`config.mk`:
```
export PLATFORM = sky130hd
export DESIGN_NAME = ddr_extended_mode_config
export DESIGN_NICKNAME = d
export VERILOG_FILES = /design/src/ddr_mr1_pkg.sv /design/src/lat_if.sv /design/src/lat_pipe.sv /design/src/ddr_extended_mode_config.sv
export SDC_FILE = /design/constraint.sdc
export NUM_CORES = 1
export LEC_CHECK = 0
export ABC_AREA = 1
export ABC_CLOCK_PERIOD_IN_PS = 2600
export BUFFER_PORTS_ARGS = -buffer_cell sky130_fd_sc_hd__buf_2
export CELL_PAD_IN_SITES_DETAIL_PLACEMENT = 1
export CELL_PAD_IN_SITES_GLOBAL_PLACEMENT = 2
export CORE_AREA = 2 2 157 159
export DETAILED_ROUTE_END_ITERATION = 10
export DIE_AREA = 0 0 159 161
export GPL_TIMING_DRIVEN = 0
export HOLD_SLACK_MARGIN = 0.08
export PLACE_DENSITY_LB_ADDON = 0.1
export SYNTH_ARGS = -nofsm -noshare
export SYNTH_HDL_FRONTEND = slang
export SYNTH_SLANG_ARGS = --single-unit
```
`constraint.sdc`:
```
create_clock -name ref_clk -period 2.6 [get_ports ref_clk]
set_input_delay 0.13 -clock ref_clk [delete_from_list [all_inputs] [get_ports ref_clk]]
set_output_delay 0.13 -clock ref_clk [all_outputs]
set_load 0.01 [all_outputs]
```
`src/ddr_mr1_pkg.sv`:
```
// Constants and types shared by the extended mode register block
package ddr_mr1_pkg;
  localparam int          MR_W          = 18;
  localparam int          LAT_W         = 5;
  localparam logic [1:0]  SEL_MR0       = 2'h0;
  localparam logic [1:0]  SEL_MR1       = 2'h1;
  localparam logic [1:0]  SEL_MR2       = 2'h2;
  localparam logic [17:0] MR0_RST       = 18'h00000;
  localparam logic [17:0] MR1_RST       = 18'h00000;
  localparam logic [17:0] MR2_RST       = 18'h00000;
  localparam int          DLL_DIS_BIT   = 0;
  localparam int          DRV_LO_BIT    = 1;
  localparam int          DRV_HI_BIT    = 5;
  localparam int          NTERM_B0_BIT  = 2;
  localparam int          NTERM_B1_BIT  = 6;
  localparam int          NTERM_B2_BIT  = 9;
  localparam int          AL_LO_BIT     = 3;
  localparam int          WLEV_BIT      = 7;
  localparam int          TSTROBE_BIT   = 11;
  localparam int          QOFF_BIT      = 12;
  localparam int          DLL_RST_BIT   = 8;
  localparam int          CL_LO_BIT     = 4;
  localparam int          CWL_LO_BIT    = 3;
  localparam int          DYN_LO_BIT    = 9;
  localparam logic [4:0]  CL_BASE       = 5'h04;
  localparam logic [4:0]  CWL_BASE      = 5'h05;
  localparam logic [1:0]  DRV_RZQ7      = 2'h0;
  localparam logic [3:0]  MOD_CK        = 4'hC;
  localparam logic [2:0]  BURST_CK      = 3'h4;
  typedef enum logic [2:0] {CMD_NOP, CMD_MRS, CMD_RD, CMD_WR, CMD_REF, CMD_ZQ} cmd_e;
endpackage

```
`src/lat_if.sv`:
```
// Carrier between command decode and the additive latency pipe
`timescale 1ns/10ps
interface lat_if;
  logic       step;
  logic       rd_in;
  logic       wr_in;
  logic [4:0] al;
  logic [4:0] cl;
  logic [4:0] cwl;
  logic       rd_rel;
  logic       wr_rel;
  logic       rd_dat;
  logic       wr_dat;
  modport ctl  (output step, rd_in, wr_in, al, cl, cwl, input rd_rel, wr_rel, rd_dat, wr_dat);
  modport pipe (input step, rd_in, wr_in, al, cl, cwl, output rd_rel, wr_rel, rd_dat, wr_dat);
endinterface

```
`src/lat_pipe.sv`:
```
// Command delay line: internal release after AL, data start after RL or WL
`timescale 1ns/10ps
module lat_pipe (
  // Clock and reset
  input  wire logic ref_clk,
  input  wire logic rst,
  // Latency taps
  lat_if.pipe       lp
);
  logic [31:0] rd_sh_q;
  logic [31:0] wr_sh_q;

  // Tap k of the line is the command seen k command-clock edges ago
  function automatic logic tap(input logic [31:0] sh, input logic now, input logic [4:0] k);
    tap = (k == 5'h00) ? now : sh[k - 5'h01];
  endfunction

  always_ff @(posedge ref_clk) begin
    if (rst) begin
      rd_sh_q <= 32'h00000000;
      wr_sh_q <= 32'h00000000;
    end else if (lp.step) begin
      rd_sh_q <= {rd_sh_q[30:0], lp.rd_in};
      wr_sh_q <= {wr_sh_q[30:0], lp.wr_in};
    end
  end

  always_ff @(posedge ref_clk) begin
    if (rst) begin
      lp.rd_rel <= 1'b0;
      lp.wr_rel <= 1'b0;
      lp.rd_dat <= 1'b0;
      lp.wr_dat <= 1'b0;
    end else begin
      lp.rd_rel <= lp.step && tap(rd_sh_q, lp.rd_in, lp.al);
      lp.wr_rel <= lp.step && tap(wr_sh_q, lp.wr_in, lp.al);
      lp.rd_dat <= lp.step && tap(rd_sh_q, lp.rd_in, 5'(lp.al + lp.cl));
      lp.wr_dat <= lp.step && tap(wr_sh_q, lp.wr_in, 5'(lp.al + lp.cwl));
    end
  end
endmodule

```
`src/ddr_extended_mode_config.sv`:
```
// Extended mode register decode and its effect on DLL, drivers and termination
`timescale 1ns/10ps
module ddr_extended_mode_config (
  // Clock and reset
  input  wire logic        ref_clk,
  input  wire logic        rst,
  // Memory command pins
  input  wire logic        ck,
  input  wire logic        cke,
  input  wire logic        reset_n,
  input  wire logic        cs_n,
  input  wire logic        ras_n,
  input  wire logic        cas_n,
  input  wire logic        we_n,
  input  wire logic [2:0]  ba,
  input  wire logic [15:0] addr,
  input  wire logic        odt,
  // DLL and drivers
  output logic             dll_on,
  output logic             edge_aligned,
  output logic [1:0]       drive_sel,
  output logic             drive_rzq7,
  output logic             data_oe_n,
  output logic             zq_update,
  // Termination, mask and write leveling
  output logic [2:0]       nominal_termination,
  output logic             term_on,
  output logic             write_termination_on,
  output logic             termination_strobe_on,
  output logic             dm_enable,
  output logic             write_leveling,
  // Latencies and internal command release
  output logic [4:0]       add_lat,
  output logic [4:0]       read_lat,
  output logic [4:0]       write_lat,
  output logic             read_release,
  output logic             write_release
);
  typedef enum logic {MS_IDLE, MS_WAIT} ms_e;

  logic [26:0]  s1_q;
  logic [26:0]  s2_q;
  logic         ck_prev_q;
  logic         step;
  ddr_mr1_pkg::cmd_e cmd;
  logic [17:0]  mr0_q;
  logic [17:0]  mr1_q;
  logic [17:0]  mr2_q;
  logic [17:0]  pend_q;
  logic [1:0]   pend_sel_q;
  ms_e          ms_q;
  logic [3:0]   mod_cnt_q;
  logic         apply;
  logic         sr_q;
  logic         sr_keep_q;
  logic         dll_on_q;
  logic [2:0]   rd_cnt_q;
  logic [2:0]   wr_cnt_q;
  logic [4:0]   cl;
  logic         dll_en;
  logic         nterm_en;
  logic         dyn_en;
  lat_if        lp ();

  // Pins cross from the memory clock domain through two stages
  always_ff @(posedge ref_clk) begin
    if (rst) begin
      s1_q      <= 27'h0000000;
      s2_q      <= 27'h0000000;
      ck_prev_q <= 1'b0;
    end else begin
      s1_q      <= {ck, cke, reset_n, cs_n, ras_n, cas_n, we_n, ba, addr, odt};
      s2_q      <= s1_q;
      ck_prev_q <= s2_q[26];
    end
  end

  function automatic ddr_mr1_pkg::cmd_e decode(input logic [3:0] c);
    unique case (c)
      4'h0:    decode = ddr_mr1_pkg::CMD_MRS;
      4'h1:    decode = ddr_mr1_pkg::CMD_REF;
      4'h5:    decode = ddr_mr1_pkg::CMD_RD;
      4'h4:    decode = ddr_mr1_pkg::CMD_WR;
      4'h6:    decode = ddr_mr1_pkg::CMD_ZQ;
      default: decode = ddr_mr1_pkg::CMD_NOP;
    endcase
  endfunction

  function automatic logic [4:0] al_of(input logic [1:0] f, input logic [4:0] c);
    unique case (f)
      2'h1:    al_of = 5'(c - 5'h01);
      2'h2:    al_of = 5'(c - 5'h02);
      default: al_of = 5'h00;
    endcase
  endfunction

  assign step       = s2_q[26] && !ck_prev_q;
  assign cmd        = decode(s2_q[23:20]);
  assign cl         = 5'(mr0_q[ddr_mr1_pkg::CL_LO_BIT +: 3] + ddr_mr1_pkg::CL_BASE);
  assign dll_en     = !mr1_q[ddr_mr1_pkg::DLL_DIS_BIT];
  assign nterm_en   = {mr1_q[ddr_mr1_pkg::NTERM_B2_BIT], mr1_q[ddr_mr1_pkg::NTERM_B1_BIT],
                       mr1_q[ddr_mr1_pkg::NTERM_B0_BIT]} != 3'h0;
  assign dyn_en     = mr2_q[ddr_mr1_pkg::DYN_LO_BIT +: 2] != 2'h0;
  assign apply      = step && (ms_q == MS_WAIT) && (mod_cnt_q == 4'h1);

  // Mode write is held pending for the mode-set delay, then applied
  always_ff @(posedge ref_clk) begin
    if (rst || !s2_q[24]) begin
      ms_q       <= MS_IDLE;
      mod_cnt_q  <= 4'h0;
      pend_q     <= ddr_mr1_pkg::MR1_RST;
      pend_sel_q <= ddr_mr1_pkg::SEL_MR0;
    end else if (step) begin
      unique case (ms_q)
        MS_IDLE: if (cmd == ddr_mr1_pkg::CMD_MRS) begin
          ms_q       <= MS_WAIT;
          mod_cnt_q  <= ddr_mr1_pkg::MOD_CK;
          pend_q     <= {s2_q[18:17], s2_q[16:1]};
          pend_sel_q <= s2_q[18:17];
        end
        MS_WAIT: begin
          mod_cnt_q <= 4'(mod_cnt_q - 4'h1);
          if (mod_cnt_q == 4'h1) begin
            ms_q <= MS_IDLE;
          end
        end
      endcase
    end
  end

  // Contents survive until rewritten or the device reset pin goes low
  always_ff @(posedge ref_clk) begin
    if (rst || !s2_q[24]) begin
      mr0_q <= ddr_mr1_pkg::MR0_RST;
      mr1_q <= ddr_mr1_pkg::MR1_RST;
      mr2_q <= ddr_mr1_pkg::MR2_RST;
    end else if (apply) begin
      if (pend_sel_q == ddr_mr1_pkg::SEL_MR0) begin
        mr0_q <= pend_q;
      end
      if (pend_sel_q == ddr_mr1_pkg::SEL_MR1) begin
        mr1_q <= pend_q;
      end
      if (pend_sel_q == ddr_mr1_pkg::SEL_MR2) begin
        mr2_q <= pend_q;
      end
    end
  end

  // Self refresh: refresh with clock enable low enters, clock enable high leaves
  always_ff @(posedge ref_clk) begin
    if (rst || !s2_q[24]) begin
      sr_q <= 1'b0;
    end else if (step) begin
      if (!sr_q && cmd == ddr_mr1_pkg::CMD_REF && !s2_q[25]) begin
        sr_q <= 1'b1;
      end else if (sr_q && s2_q[25]) begin
        sr_q <= 1'b0;
      end
    end
  end

  // DLL runs only after enable plus DLL reset; self refresh parks it
  always_ff @(posedge ref_clk) begin
    if (rst || !s2_q[24]) begin
      dll_on_q  <= 1'b0;
      sr_keep_q <= 1'b0;
    end else if (step && !sr_q && cmd == ddr_mr1_pkg::CMD_REF && !s2_q[25]) begin
      dll_on_q  <= 1'b0;
      sr_keep_q <= dll_on_q;
    end else if (step && sr_q && s2_q[25]) begin
      dll_on_q <= sr_keep_q && dll_en;
    end else if (apply && pend_sel_q == ddr_mr1_pkg::SEL_MR1 &&
                 pend_q[ddr_mr1_pkg::DLL_DIS_BIT]) begin
      dll_on_q <= 1'b0;
    end else if (apply && pend_sel_q == ddr_mr1_pkg::SEL_MR0 &&
                 pend_q[ddr_mr1_pkg::DLL_RST_BIT] && dll_en) begin
      dll_on_q <= 1'b1;
    end
  end

  assign lp.step  = step;
  assign lp.rd_in = step && !sr_q && cmd == ddr_mr1_pkg::CMD_RD;
  assign lp.wr_in = step && !sr_q && cmd == ddr_mr1_pkg::CMD_WR;
  assign lp.al    = add_lat;
  assign lp.cl    = cl;
  assign lp.cwl   = 5'(mr2_q[ddr_mr1_pkg::CWL_LO_BIT +: 3] + ddr_mr1_pkg::CWL_BASE);

  lat_pipe u_pipe (
    .ref_clk (ref_clk),
    .rst     (rst),
    .lp      (lp)
  );

  // Burst windows last four command clocks (eight beats)
  always_ff @(posedge ref_clk) begin
    if (rst) begin
      rd_cnt_q <= 3'h0;
      wr_cnt_q <= 3'h0;
    end else begin
      if (lp.rd_dat) begin
        rd_cnt_q <= ddr_mr1_pkg::BURST_CK;
      end else if (step && rd_cnt_q != 3'h0) begin
        rd_cnt_q <= 3'(rd_cnt_q - 3'h1);
      end
      if (lp.wr_dat) begin
        wr_cnt_q <= ddr_mr1_pkg::BURST_CK;
      end else if (step && wr_cnt_q != 3'h0) begin
        wr_cnt_q <= 3'(wr_cnt_q - 3'h1);
      end
    end
  end

  // Field outputs; calibration updates never gate any of them
  always_ff @(posedge ref_clk) begin
    if (rst) begin
      dll_on        <= 1'b0;
      edge_aligned  <= 1'b0;
      drive_sel     <= ddr_mr1_pkg::DRV_RZQ7;
      drive_rzq7    <= 1'b1;
      zq_update     <= 1'b0;
      write_leveling <= 1'b0;
      add_lat       <= 5'h00;
      read_lat      <= 5'h00;
      write_lat     <= 5'h00;
      read_release  <= 1'b0;
      write_release <= 1'b0;
    end else begin
      dll_on        <= dll_on_q;
      edge_aligned  <= dll_on_q;
      drive_sel     <= {mr1_q[ddr_mr1_pkg::DRV_HI_BIT], mr1_q[ddr_mr1_pkg::DRV_LO_BIT]};
      drive_rzq7    <= {mr1_q[ddr_mr1_pkg::DRV_HI_BIT], mr1_q[ddr_mr1_pkg::DRV_LO_BIT]} ==
                       ddr_mr1_pkg::DRV_RZQ7;
      zq_update     <= step && cmd == ddr_mr1_pkg::CMD_ZQ;
      write_leveling <= mr1_q[ddr_mr1_pkg::WLEV_BIT];
      add_lat       <= al_of(mr1_q[ddr_mr1_pkg::AL_LO_BIT +: 2], cl);
      read_lat      <= 5'(add_lat + cl);
      write_lat     <= 5'(add_lat + lp.cwl);
      read_release  <= lp.rd_rel;
      write_release <= lp.wr_rel;
    end
  end

  // term_on and the strobe termination are never on while a read burst runs; write_termination_on is not gated by it
  always_ff @(posedge ref_clk) begin
    if (rst) begin
      data_oe_n             <= 1'b1;
      nominal_termination   <= 3'h0;
      term_on               <= 1'b0;
      write_termination_on  <= 1'b0;
      termination_strobe_on <= 1'b0;
      dm_enable             <= 1'b1;
    end else begin
      data_oe_n            <= !(rd_cnt_q != 3'h0 && !mr1_q[ddr_mr1_pkg::QOFF_BIT]);
      nominal_termination  <= {mr1_q[ddr_mr1_pkg::NTERM_B2_BIT], mr1_q[ddr_mr1_pkg::NTERM_B1_BIT],
                               mr1_q[ddr_mr1_pkg::NTERM_B0_BIT]};
      write_termination_on <= wr_cnt_q != 3'h0 && dyn_en && !mr1_q[ddr_mr1_pkg::WLEV_BIT];
      term_on              <= !sr_q && rd_cnt_q == 3'h0 &&
                              ((s2_q[0] && nterm_en) || (wr_cnt_q != 3'h0 && dyn_en));
      termination_strobe_on <= mr1_q[ddr_mr1_pkg::TSTROBE_BIT] && !sr_q && rd_cnt_q == 3'h0 &&
                              ((s2_q[0] && nterm_en) || (wr_cnt_q != 3'h0 && dyn_en));
      dm_enable            <= !mr1_q[ddr_mr1_pkg::TSTROBE_BIT];
    end
  end
endmodule

```
-- Word level (Yosys, flattened, before mapping)
Cells that the tools add are included.
- muxes and demuxes: 28
- bitwise operators: 1
- reductions and logical operators: 70
- order comparisons: 3
- add/subtract/negate cells: 12
- equal/unequal tests: 15
- operators by type and width (cell ; number):
    $logic_and A1 B1 Y1 ; 35
    $bmux W1 S5 ; 4
    $lt A5 B6 Y1 const B ; 3
    $logic_not A5 Y1 ; 3
    $mux W1 ; 15
    $pmux W3 S5 ; 1
    $sub A5 B1 Y5 const B ; 3
    $eq A4 B3 Y1 const B ; 3
    $mux W3 ; 4
    $reduce_bool A3 Y1 ; 4
    $add A5 B4 Y5 ; 2
    $pmux W5 S2 ; 1
    $reduce_and A2 Y1 ; 5
    $logic_not A1 Y1 ; 9
    $add A3 B3 Y4 const B ; 2
    $eq A4 B1 Y1 const B ; 2
    $pmux W4 S2 ; 1
    $reduce_bool A2 Y1 ; 4
    $eq A3 B2 Y1 const B ; 2
    $eq A3 B3 Y1 const B ; 2
    $reduce_or A2 Y1 ; 3
    $sub A3 B1 Y3 const B ; 2
    $sub A4 B1 Y5 const B ; 1
    $sub A4 B2 Y5 const B ; 1
    other kinds (13) ; 17
- input port bits: 29
- register bits after elaboration: 214
- output and inout port bits: 32

-- Depth between registers and ports, before layout
Gate-level depths: netlist of run 1.
- word-level depth: 10
- mapped depth: 18
- gate-level depth less buffers: 16

-- Cells and area by module
A second synthesis of run 1 with hierarchy kept.
- cells, all modules: 1236
- area total of the unflattened synthesis: 8984.9 µm²
- by module, submodules not included (module ; area each (µm²) ; times used ; seq. area each (µm²) ; cells an instance):
    ddr_extended_mode_config ; 4679.5 ; 1 ; 2502.4 ; 543
    lat_pipe ; 4305.4 ; 1 ; 1361.3 ; 693

-- Least setup slack after synthesis of run 1
OpenSTA, ideal clock, no wires.
- kind: reg-to-reg
- from: reg add_lat[0]
- to: reg u_pipe.lp.rd_dat
- data required time: 2487 ps
- cell stages (with the launch flop): 15
- setup slack: 211 ps
- period minus slack after synthesis: 2389 ps
- arrival: 2276 ps
- cells stage by stage: dfxtp_1 > ha_1 > inv_1 > fa_1 > ha_1 > inv_1 > buf_4 > a21oi_1 > o21ai_0 > nand3_1 > nand2_1 > nand2_1 > nand2_1 > nor2_1 > nor2_1
- word-level cells in the longest chain between the ends: 6
- elaborated cells on any way between the ends: 7
- RTL lines (what ; line ; text):
    start: declaration ; ddr_extended_mode_config.sv:33 ; output logic [4:0] add_lat,
    start signal: assignment ; ddr_extended_mode_config.sv:236 ; add_lat <= al_of(mr1_q[ddr_mr1_pkg::AL_LO_BIT +: 2], cl);
    $add A5 B4 Y5 * ; lat_pipe.sv:37 ; lp.rd_dat <= lp.step && tap(rd_sh_q, lp.rd_in, 5'(lp.al + lp.cl));
    $sub A5 B1 Y5 ; lat_pipe.sv:15 ; tap = (k == 5'h00) ? now : sh[k - 5'h01];
    $bmux W1 S5 ; lat_pipe.sv:15 ;
    $mux W1 (not written as such) ; lat_pipe.sv:15 ;
    $mux W1 * ; lat_pipe.sv:15 ;
    $logic_and A1 B1 Y1 * ; lat_pipe.sv:37 ;
    end signal: assignment ; lat_pipe.sv:37 ;
    end: declaration ; lat_if.sv:15 ; modport pipe (input step, rd_in, wr_in, al, cl, cwl, output rd_rel, wr_rel, rd_dat, wr_dat);
Every way passes the cells marked *; elsewhere a longest branch is shown, timed or not. The select of a mux whose other input is x is not followed.
A chain may end at the register's enable or synchronous reset.

-- Worst setup path after layout of run 1
Ends and elaborated chain as after synthesis.

==> results.md, run 1 <==
* CTS H-Tree Depth at 4
* WL/cell at 15.48 µm
* Synth top area cells: dfxtp_1 47%, nor2_1 8.8%, nand2_1 8.7%
* Hold depth at 2
* Count leader, synth: dfxtp_1
* Worst-path clk slew at 0.08 ns
* Peak supply drop at 0.0003915 V
* Main flop type after synthesis: dfxtp_1
* Relative max-transition margin at 0.4128
* Worst hold start: s1_q[9]$_SDFF_PP0_
* # setup viols final at 0
* Final Cell Area at 9936 µm²
* Non-filler cells, final at 1566
* Placed instance count at 1500
* Yosys reg bits at 193
* Standard-cell row count at 57
* Clk_skew at 0.01713 ns
* Run status: finished, final reports clean
* Clock Latency Late Sink at 0.44 ns
* Nets@finish at 1285
* Reg2Reg Depth at 14
* Top cells by count, synth: 193 x dfxtp_1, 192 x nor2_1, 191 x nand2_1
* DRC viols at 0
* Initial antenna violation count at 0
* FILL cells at 3020
* P_sw at 1.734 mW
* Grt total ovfl at 0
* Critical path launch point type: register
* GRT Util Overall at 0.1930
* Share of cells above drive strength 1 at 0.1272
* R2R Setup Slk at 0.14 ns
* Number of synthesized flops with an enable pin at 0
* Die Ht at 161 µm
* Fmax at 407.2 MHz
* Synth Area per Inst at 7.344 µm²
* Worst slack at placement at -0.3392 ns
* RR Endpoint: u_pipe.lp.rd_dat$_SDFF_PP0_
* Initial core utilization at 0.3436
* # clock sinks at 193
* Hold Path Class: reg -> reg
* PortBufs at 55
* Distinct cell type count after synthesis at 38
* First-pass GRT wire length at 39180 µm
* Worst EP required at 2.94 ns
* Final hold violation count at 0
* CTS max path bufs at 2
* Post-DP HPWL at 17800 µm
* Placed cell area at 8914 µm²
* Vias in the first global route at 7279
* Final ANT Viol Nets at 0
* Synthesized netlist net count at 1177
* N_diodes at 0
* Max Slew Vio Count at 0
* IO Pins at 61
* CTS tree: done
* Initial DRC Count at 322
* Seq/Total Area, Yosys at 0.4693
* Die X at 159 µm
* Synth area leader: dfxtp_1
* Crit path DAT at 2.80 ns
* Setup TNS at 0 ns
* Layout Utilization at 0.4146
* Post-Syn Instances at 1121
* Core ar. at 23960 µm²
* Final setup margin at 0.1443 ns
* Total CTS buffers at 17
* Critical R2R Launch: add_lat[0]$_SDFF_PP0_
* FFs w/ async S/R, synth at 0
* CTS Root Cell: clkbuf_16
* Area growth, synth to finish at 20.68%
* Combinational power share at 0.051
* Via Count at 7226
* Drt total wl at 24240 µm
* Crit share post-route at 0.9445
* Internal at 4.534 mW
* Leakage at 4.452 nW
* Worst setup EP type: register
* 1st-pass router iterations at 4
* Hold_ws at 0.3997 ns
* Post-synth top area share at 0.4693
* Via density at 4.614
* Die footprint at 25600 µm²
* CP max FO at 10
* Sw frac at 0.2766
* Tightest Pin Transition at 0.8808 ns
* RD Place Congestion at 0.7643
* Warnings, synthesis at 0
* Hold path endpoint: s2_q[9]$_SDFF_PP0_
* Power consumption at 6.267 mW
* PD cells at 630.8 nW/µm²
* Pin count of the biggest net entering global routing at 25
* RSZ-0062 raised after global routing: true
* Register share of total power at 0.493
* Max-cap violations at 0
* Area of the mapped netlist at 8233 µm²
* Fin crit period at 2.456 ns
* Clock Power Share at 0.457
* Worst Setup Path Type: reg -> reg
## cell families after synthesis
| family | count (synthesis) | share of synthesized area |
|---|---|---|
| adders and majority gates | 27 | 0.04195 |
| other | 1 | 0.0004555 |
| DFF | 193 | 0.4693 |
| buffers and inverters | 200 | 0.09954 |
| AOI/OAI and AO/OA | 211 | 0.1312 |
| xor gates and xnor gates | 8 | 0.008511 |
| and+or+nand+nor | 481 | 0.2491 |
## what timing repair did
action | CTS | global route
resized for setup | 12 | 10
hold endpoints to repair | 24 | 0
pin swaps | 0 | 2
setup buffers | 0 | 9
cloned | 0 | 1
setup endpoints to repair | 2 | 2
hold buffers | 24 | 0
## layer usage
layer,vias up,track usage,routed length [µm]
met1,3386,0.2500,11650
met4,0,0.05289,323
met2,69,0.3403,11850
met3,17,0.02414,411
met5,-,0,0
li1,3754,-,-
## how the worst max path moves through the flow
stage | cells after the start | startpoint | endpoint | slack, ns
global placement | 17 | add_lat[0]$_SDFF_PP0_ | u_pipe.lp.wr_dat$_SDFF_PP0_ | -0.36
CTS | 17 | add_lat[0]$_SDFF_PP0_ | u_pipe.lp.wr_dat$_SDFF_PP0_ | 0.02
finish | 14 | add_lat[0]$_SDFF_PP0_ | u_pipe.lp.rd_dat$_SDFF_PP0_ | 0.14
global route | 18 | add_lat[0]$_SDFF_PP0_ | u_pipe.lp.wr_dat$_SDFF_PP0_ | -0.01
floorplan | 14 | add_lat[0]$_SDFF_PP0_ | u_pipe.lp.rd_dat$_SDFF_PP0_ | 0.21
detailed placement | 17 | add_lat[0]$_SDFF_PP0_ | u_pipe.lp.wr_dat$_SDFF_PP0_ | -0.34
## worst max-delay path: stages (launching register included)
cell and delay, ns:
dfxtp_4 0.38, ha_2 0.19, inv_1 0.06, fa_2 0.52, ha_4 0.32, inv_1 0.05, buf_4 0.18, a21oi_1 0.11
o21ai_0 0.09, nand2_1 0.09, nand2_1 0.05, nand2_1 0.10, nor2_1 0.05, nor2_1 0.09, nor2_1 0.05
## flip-flops by register name, indices dropped and copies added, names as in the netlist, 3 cells and up
| register | cells |
|---|---|
| u_pipe.rd_sh_q | 32 |
| pend_q | 13 |
| rd_cnt_q | 3 |
| nominal_termination | 3 |
| write_lat | 5 |
| s1_q | 23 |
| add_lat | 4 |
| mr2_q | 5 |
| wr_cnt_q | 3 |
| mr1_q | 11 |
| mod_cnt_q | 4 |
| mr0_q | 3 |
| s2_q | 23 |
| read_lat | 5 |
| u_pipe.wr_sh_q | 32 |
## cell usage in the layout (no fill, tap or decap), drive strengths merged, types with 3 or more instances in the layout
master       netlist  layout
dlygate4sd3        0      24
nand2            196     196
xor2               7       7
ha                26      26
a31oi              3       3
nor3               7       7
dfxtp            193     193
o21ai            118     118
clkbuf            25      43
clkinv             0       3
or2                3       3
nor2             199     199
o22ai              3       3
buf               25      89
inv              150     162
a21oi             81      81
nand3             72      72
## power by group through the flow
| stage | combinational, mW | sequential, mW | clock (mW) |
|---|---|---|---|
| 6_report | 0.317 | 3.09 | 2.86 |
| 5_1_grt | 0.365 | 3.10 | 3.07 |
| 4_1_cts | 0.324 | 3.09 | 2.94 |
| 3_5_place_dp | 0.296 | 3.16 | 0 |
| 3_3_place_gp | 0.290 | 3.16 | 0 |
| 2_1_floorplan | 0.190 | 3.14 | 0 |
## layout make-up
| type | count | area (µm²) | share of cell area |
|---|---|---|---|
| Timing Repair Buffer | 89 | 590.6 | 0.05944 |
| Inverter | 150 | 563.0 | 0.05667 |
| Clock buffer | 17 | 425.4 | 0.04282 |
| Buffer | 50 | 269.0 | 0.02707 |
| Tap cell | 324 | 405.4 | 0.04080 |
| Multi-Input combinational cell | 728 | 3586 | 0.3609 |
| Sequential cell | 193 | 3874 | 0.3899 |
| Clock inverter | 15 | 222.7 | 0.02242 |
(Power assumes the default switching activity.)
==> inputs of run 2 (changes only) <==
Settings changed: ABC_CLOCK_PERIOD_IN_PS 2600 to 2000, CORE_AREA 2 2 157 159 to 2 2 166 168, DIE_AREA 0 0 159 161 to 0 0 168 170, REMOVE_ABC_BUFFERS set to 1.
Clock period 2.6 ns to 2 ns, I/O delays scaled along.
==> run 2 against run 1 <==
  * The flow now finishes with violations (negative setup slack)
  * Register-to-register slack got worse by 0.47 ns
  * Critical endpoint unchanged
  * Core utilization decreased by 3.7 points
  * Sequential power increased by 30%
  * Die area increased by 12%
==> results.md, run 2 (synthesized netlist as in run 1, its figures left out) <==
* Run status: complete, but fails checks (was finished, final reports clean)
* Failing checks: negative setup slack
* N_diodes at 0 (unchanged)
* CTS Root Cell: clkbuf_16 (unchanged)
* Relative max-transition margin at 0.6481 (was 0.4128)
* Worst EP required at 2.33 ns (was 2.94 ns)
* PD cells at 781.6 nW/µm² (was 630.8 nW/µm²)
* Worst-path clk slew at 0.09 ns (was 0.08 ns)
* Leakage at 4.417 nW (was 4.452 nW)
* Critical R2R Launch: mr0_q[4]$_SDFFE_PP0P_ (was add_lat[0]$_SDFF_PP0_)
* # clock sinks at 193 (unchanged)
* First-pass GRT wire length at 36600 µm (was 39180 µm)
* CP max FO at 6 (was 10)
* Share of cells above drive strength 1 at 0.1550 (was 0.1272)
* CTS max path bufs at 2 (unchanged)
* Last element of the critical path: u_pipe.lp.rd_dat$_SDFF_PP0_ (unchanged)
* Die X at 168 µm (was 159 µm)
* Internal at 5.797 mW (was 4.534 mW)
* Worst Setup Path Type: reg -> reg (unchanged)
* Commonest cells after routing, fill and taps aside: 190 x nor2_1, 188 x dfxtp_1, 187 x nand2_1 (was 192 x nor2_1, 191 x nand2_1, 189 x dfxtp_1)
* Setup TNS at -0.6042 ns (was 0 ns)
* Via Count at 7148 (was 7226)
* P_sw at 2.063 mW (was 1.734 mW)
* Die Ht at 170 µm (was 161 µm)
* Sw frac at 0.2624 (was 0.2766)
* Top Registers: u_pipe.rd_sh_q x32, u_pipe.wr_sh_q x32 (unchanged)
* GRT Util Overall at 0.1594 (was 0.1930)
* Worst setup EP type: register (unchanged)
* Via density at 4.600 (was 4.614)
* Clock Power Share at 0.440 (was 0.457)
* Crit path from: mr0_q[4]$_SDFFE_PP0P_ (was add_lat[0]$_SDFF_PP0_)
* Combinational power share at 0.050 (was 0.051)
* Area growth, synth to finish at 22.14% (was 20.68%)
* WL/cell at 14.01 µm (was 15.48 µm)
* Vias in the first global route at 7145 (was 7279)
* Layout Utilization at 0.3773 (was 0.4146)
* RSZ-0062 raised after global routing: true (unchanged)
* Core ar. at 26650 µm² (was 23960 µm²)
* Final hold violation count at 0 (unchanged)
* Initial DRC Count at 377 (was 322)
* Final setup margin at -0.3215 ns (was 0.1443 ns)
* Placed instance count at 1470 (was 1500)
* Clock Latency Late Sink at 0.45 ns (was 0.44 ns)
* Initial core utilization at 0.3089 (was 0.3436)
* Crit path DAT at 2.65 ns (was 2.80 ns)
* Critical path launch point type: register (unchanged)
* Most common cell after layout, fill and taps aside: nor2_1 (unchanged)
* Standard-cell row count at 60 (was 57)
* CTS tree: done (unchanged)
* Peak supply drop at 0.0005155 V (was 0.0003915 V)
* Final ANT Viol Nets at 0 (unchanged)
* Fin crit period at 2.322 ns (was 2.456 ns)
* R2R Setup Slk at -0.32 ns (was 0.14 ns)
* # setup viols final at 2 (was 0)
* Register share of total power at 0.510 (was 0.493)
* Hold Path Class: in -> reg (was reg -> reg)
* Reg2Reg Depth at 13 (was 14)
* RR Endpoint: u_pipe.lp.rd_dat$_SDFF_PP0_ (unchanged)
* Die footprint at 28560 µm² (was 25600 µm²)
* Tightest Pin Transition at 0.5272 ns (was 0.8808 ns)
* Nets@finish at 1256 (was 1285)
* 1st-pass router iterations at 4 (unchanged)
* Pin count of the biggest net entering global routing at 77 (was 25)
* Crit share post-route at 1.161 (was 0.9445)
* PortBufs at 55 (unchanged)
* Initial antenna violation count at 1 (was 0)
* Clk_skew at 0.01830 ns (was 0.01713 ns)
* Max Slew Vio Count at 0 (unchanged)
* Max-cap violations at 0 (unchanged)
* RD Place Congestion at 0.7351 (was 0.7643)
* DRC viols at 0 (unchanged)
* CTS H-Tree Depth at 4 (unchanged)
* Drt total wl at 21770 µm (was 24240 µm)
* Grt total ovfl at 0 (unchanged)
* Total CTS buffers at 17 (unchanged)
* Non-filler cells, final at 1554 (was 1566)
* Fmax at 430.7 MHz (was 407.2 MHz)
* Post-DP HPWL at 13940 µm (was 17800 µm)
* IO Pins at 61 (unchanged)
[run 2: per-layer routing]
metal | track usage | vias to the layer above | part of all wire
met5 | 0 | - | 0
met4 | 0.03856 | 0 | 0.0090
met3 | 0.02860 | 16 | 0.023
met2 | 0.2643 | 59 | 0.46
met1 | 0.2153 | 3379 | 0.51
li1 | - | 3694 | -
[run 2: area by class of cell]
class,count,area (µm²)
clock inverters,14,161.4
multi-input cells,729,3729
clock buffers,18,429.2
inverters,150,595.6
fillers,3273,16590
repair buffers,107,819.5
repair inverters,2,15.01
flip-flops and latches,193,3880
well taps,341,426.7
[run 2: power groups by stage]
stage                     clock [mW]  sequential, mW  combinational [mW]
after floorplan                    0            4.09               0.211
after global placement             0            4.11               0.332
after detailed placement           0            4.11               0.353
after CTS                       3.57            4.01               0.399
after global routing            3.73            4.03               0.460
final                           3.46            4.01               0.391
[run 2: worst min-delay path by stage]
stage	from	end	cells past startpoint
3_3_place_gp	reset_n	s1_q[24]$_SDFF_PP0_	3
3_5_place_dp	addr[3]	s1_q[4]$_SDFF_PP0_	3
6_report	rst	s1_q[9]$_SDFF_PP0_	2
4_1_cts	rst	s1_q[4]$_SDFF_PP0_	2
2_1_floorplan	rst	read_lat[1]$_SDFF_PP0_	1
5_1_grt	rst	s1_q[9]$_SDFF_PP0_	2
[run 2: timing repair]
action                                  CTS  global route
pin swaps                                17            13
hold endpoints to repair                 23             0
hold buffers                             23             0
resized for setup                        50            27
buffers inserted                         18             8
gates cloned                              3             0
endpoints found under the setup margin  105            28
[run 2: stage by stage]
step,cell area (µm²),worst slack [ns],hold WS (ns),total power [mW]
floorplan,7976,-0.8541,0.1667,4.297
global placement,8678,-2.948,0.2993,4.439
detailed placement,8756,-1.996,0.3091,4.459
CTS,9908,-0.3309,0.09959,7.976
global route,10060,-0.4862,0.2127,8.220
finish,10060,-0.3215,0.1581,7.860
[run 2: worst max-delay path: stages, from the launching register on]
cell and delay [ns]:
dfxtp_4 0.36, ha_4 0.16, inv_2 0.05, fa_2 0.47
ha_4 0.34, clkinvlp_4 0.19, a21oi_2 0.15, o21ai_1 0.09
nand3_1 0.09, nand2_1 0.06, nand2_1 0.06, nand2_1 0.05
nor2_1 0.10, nor2_1 0.05
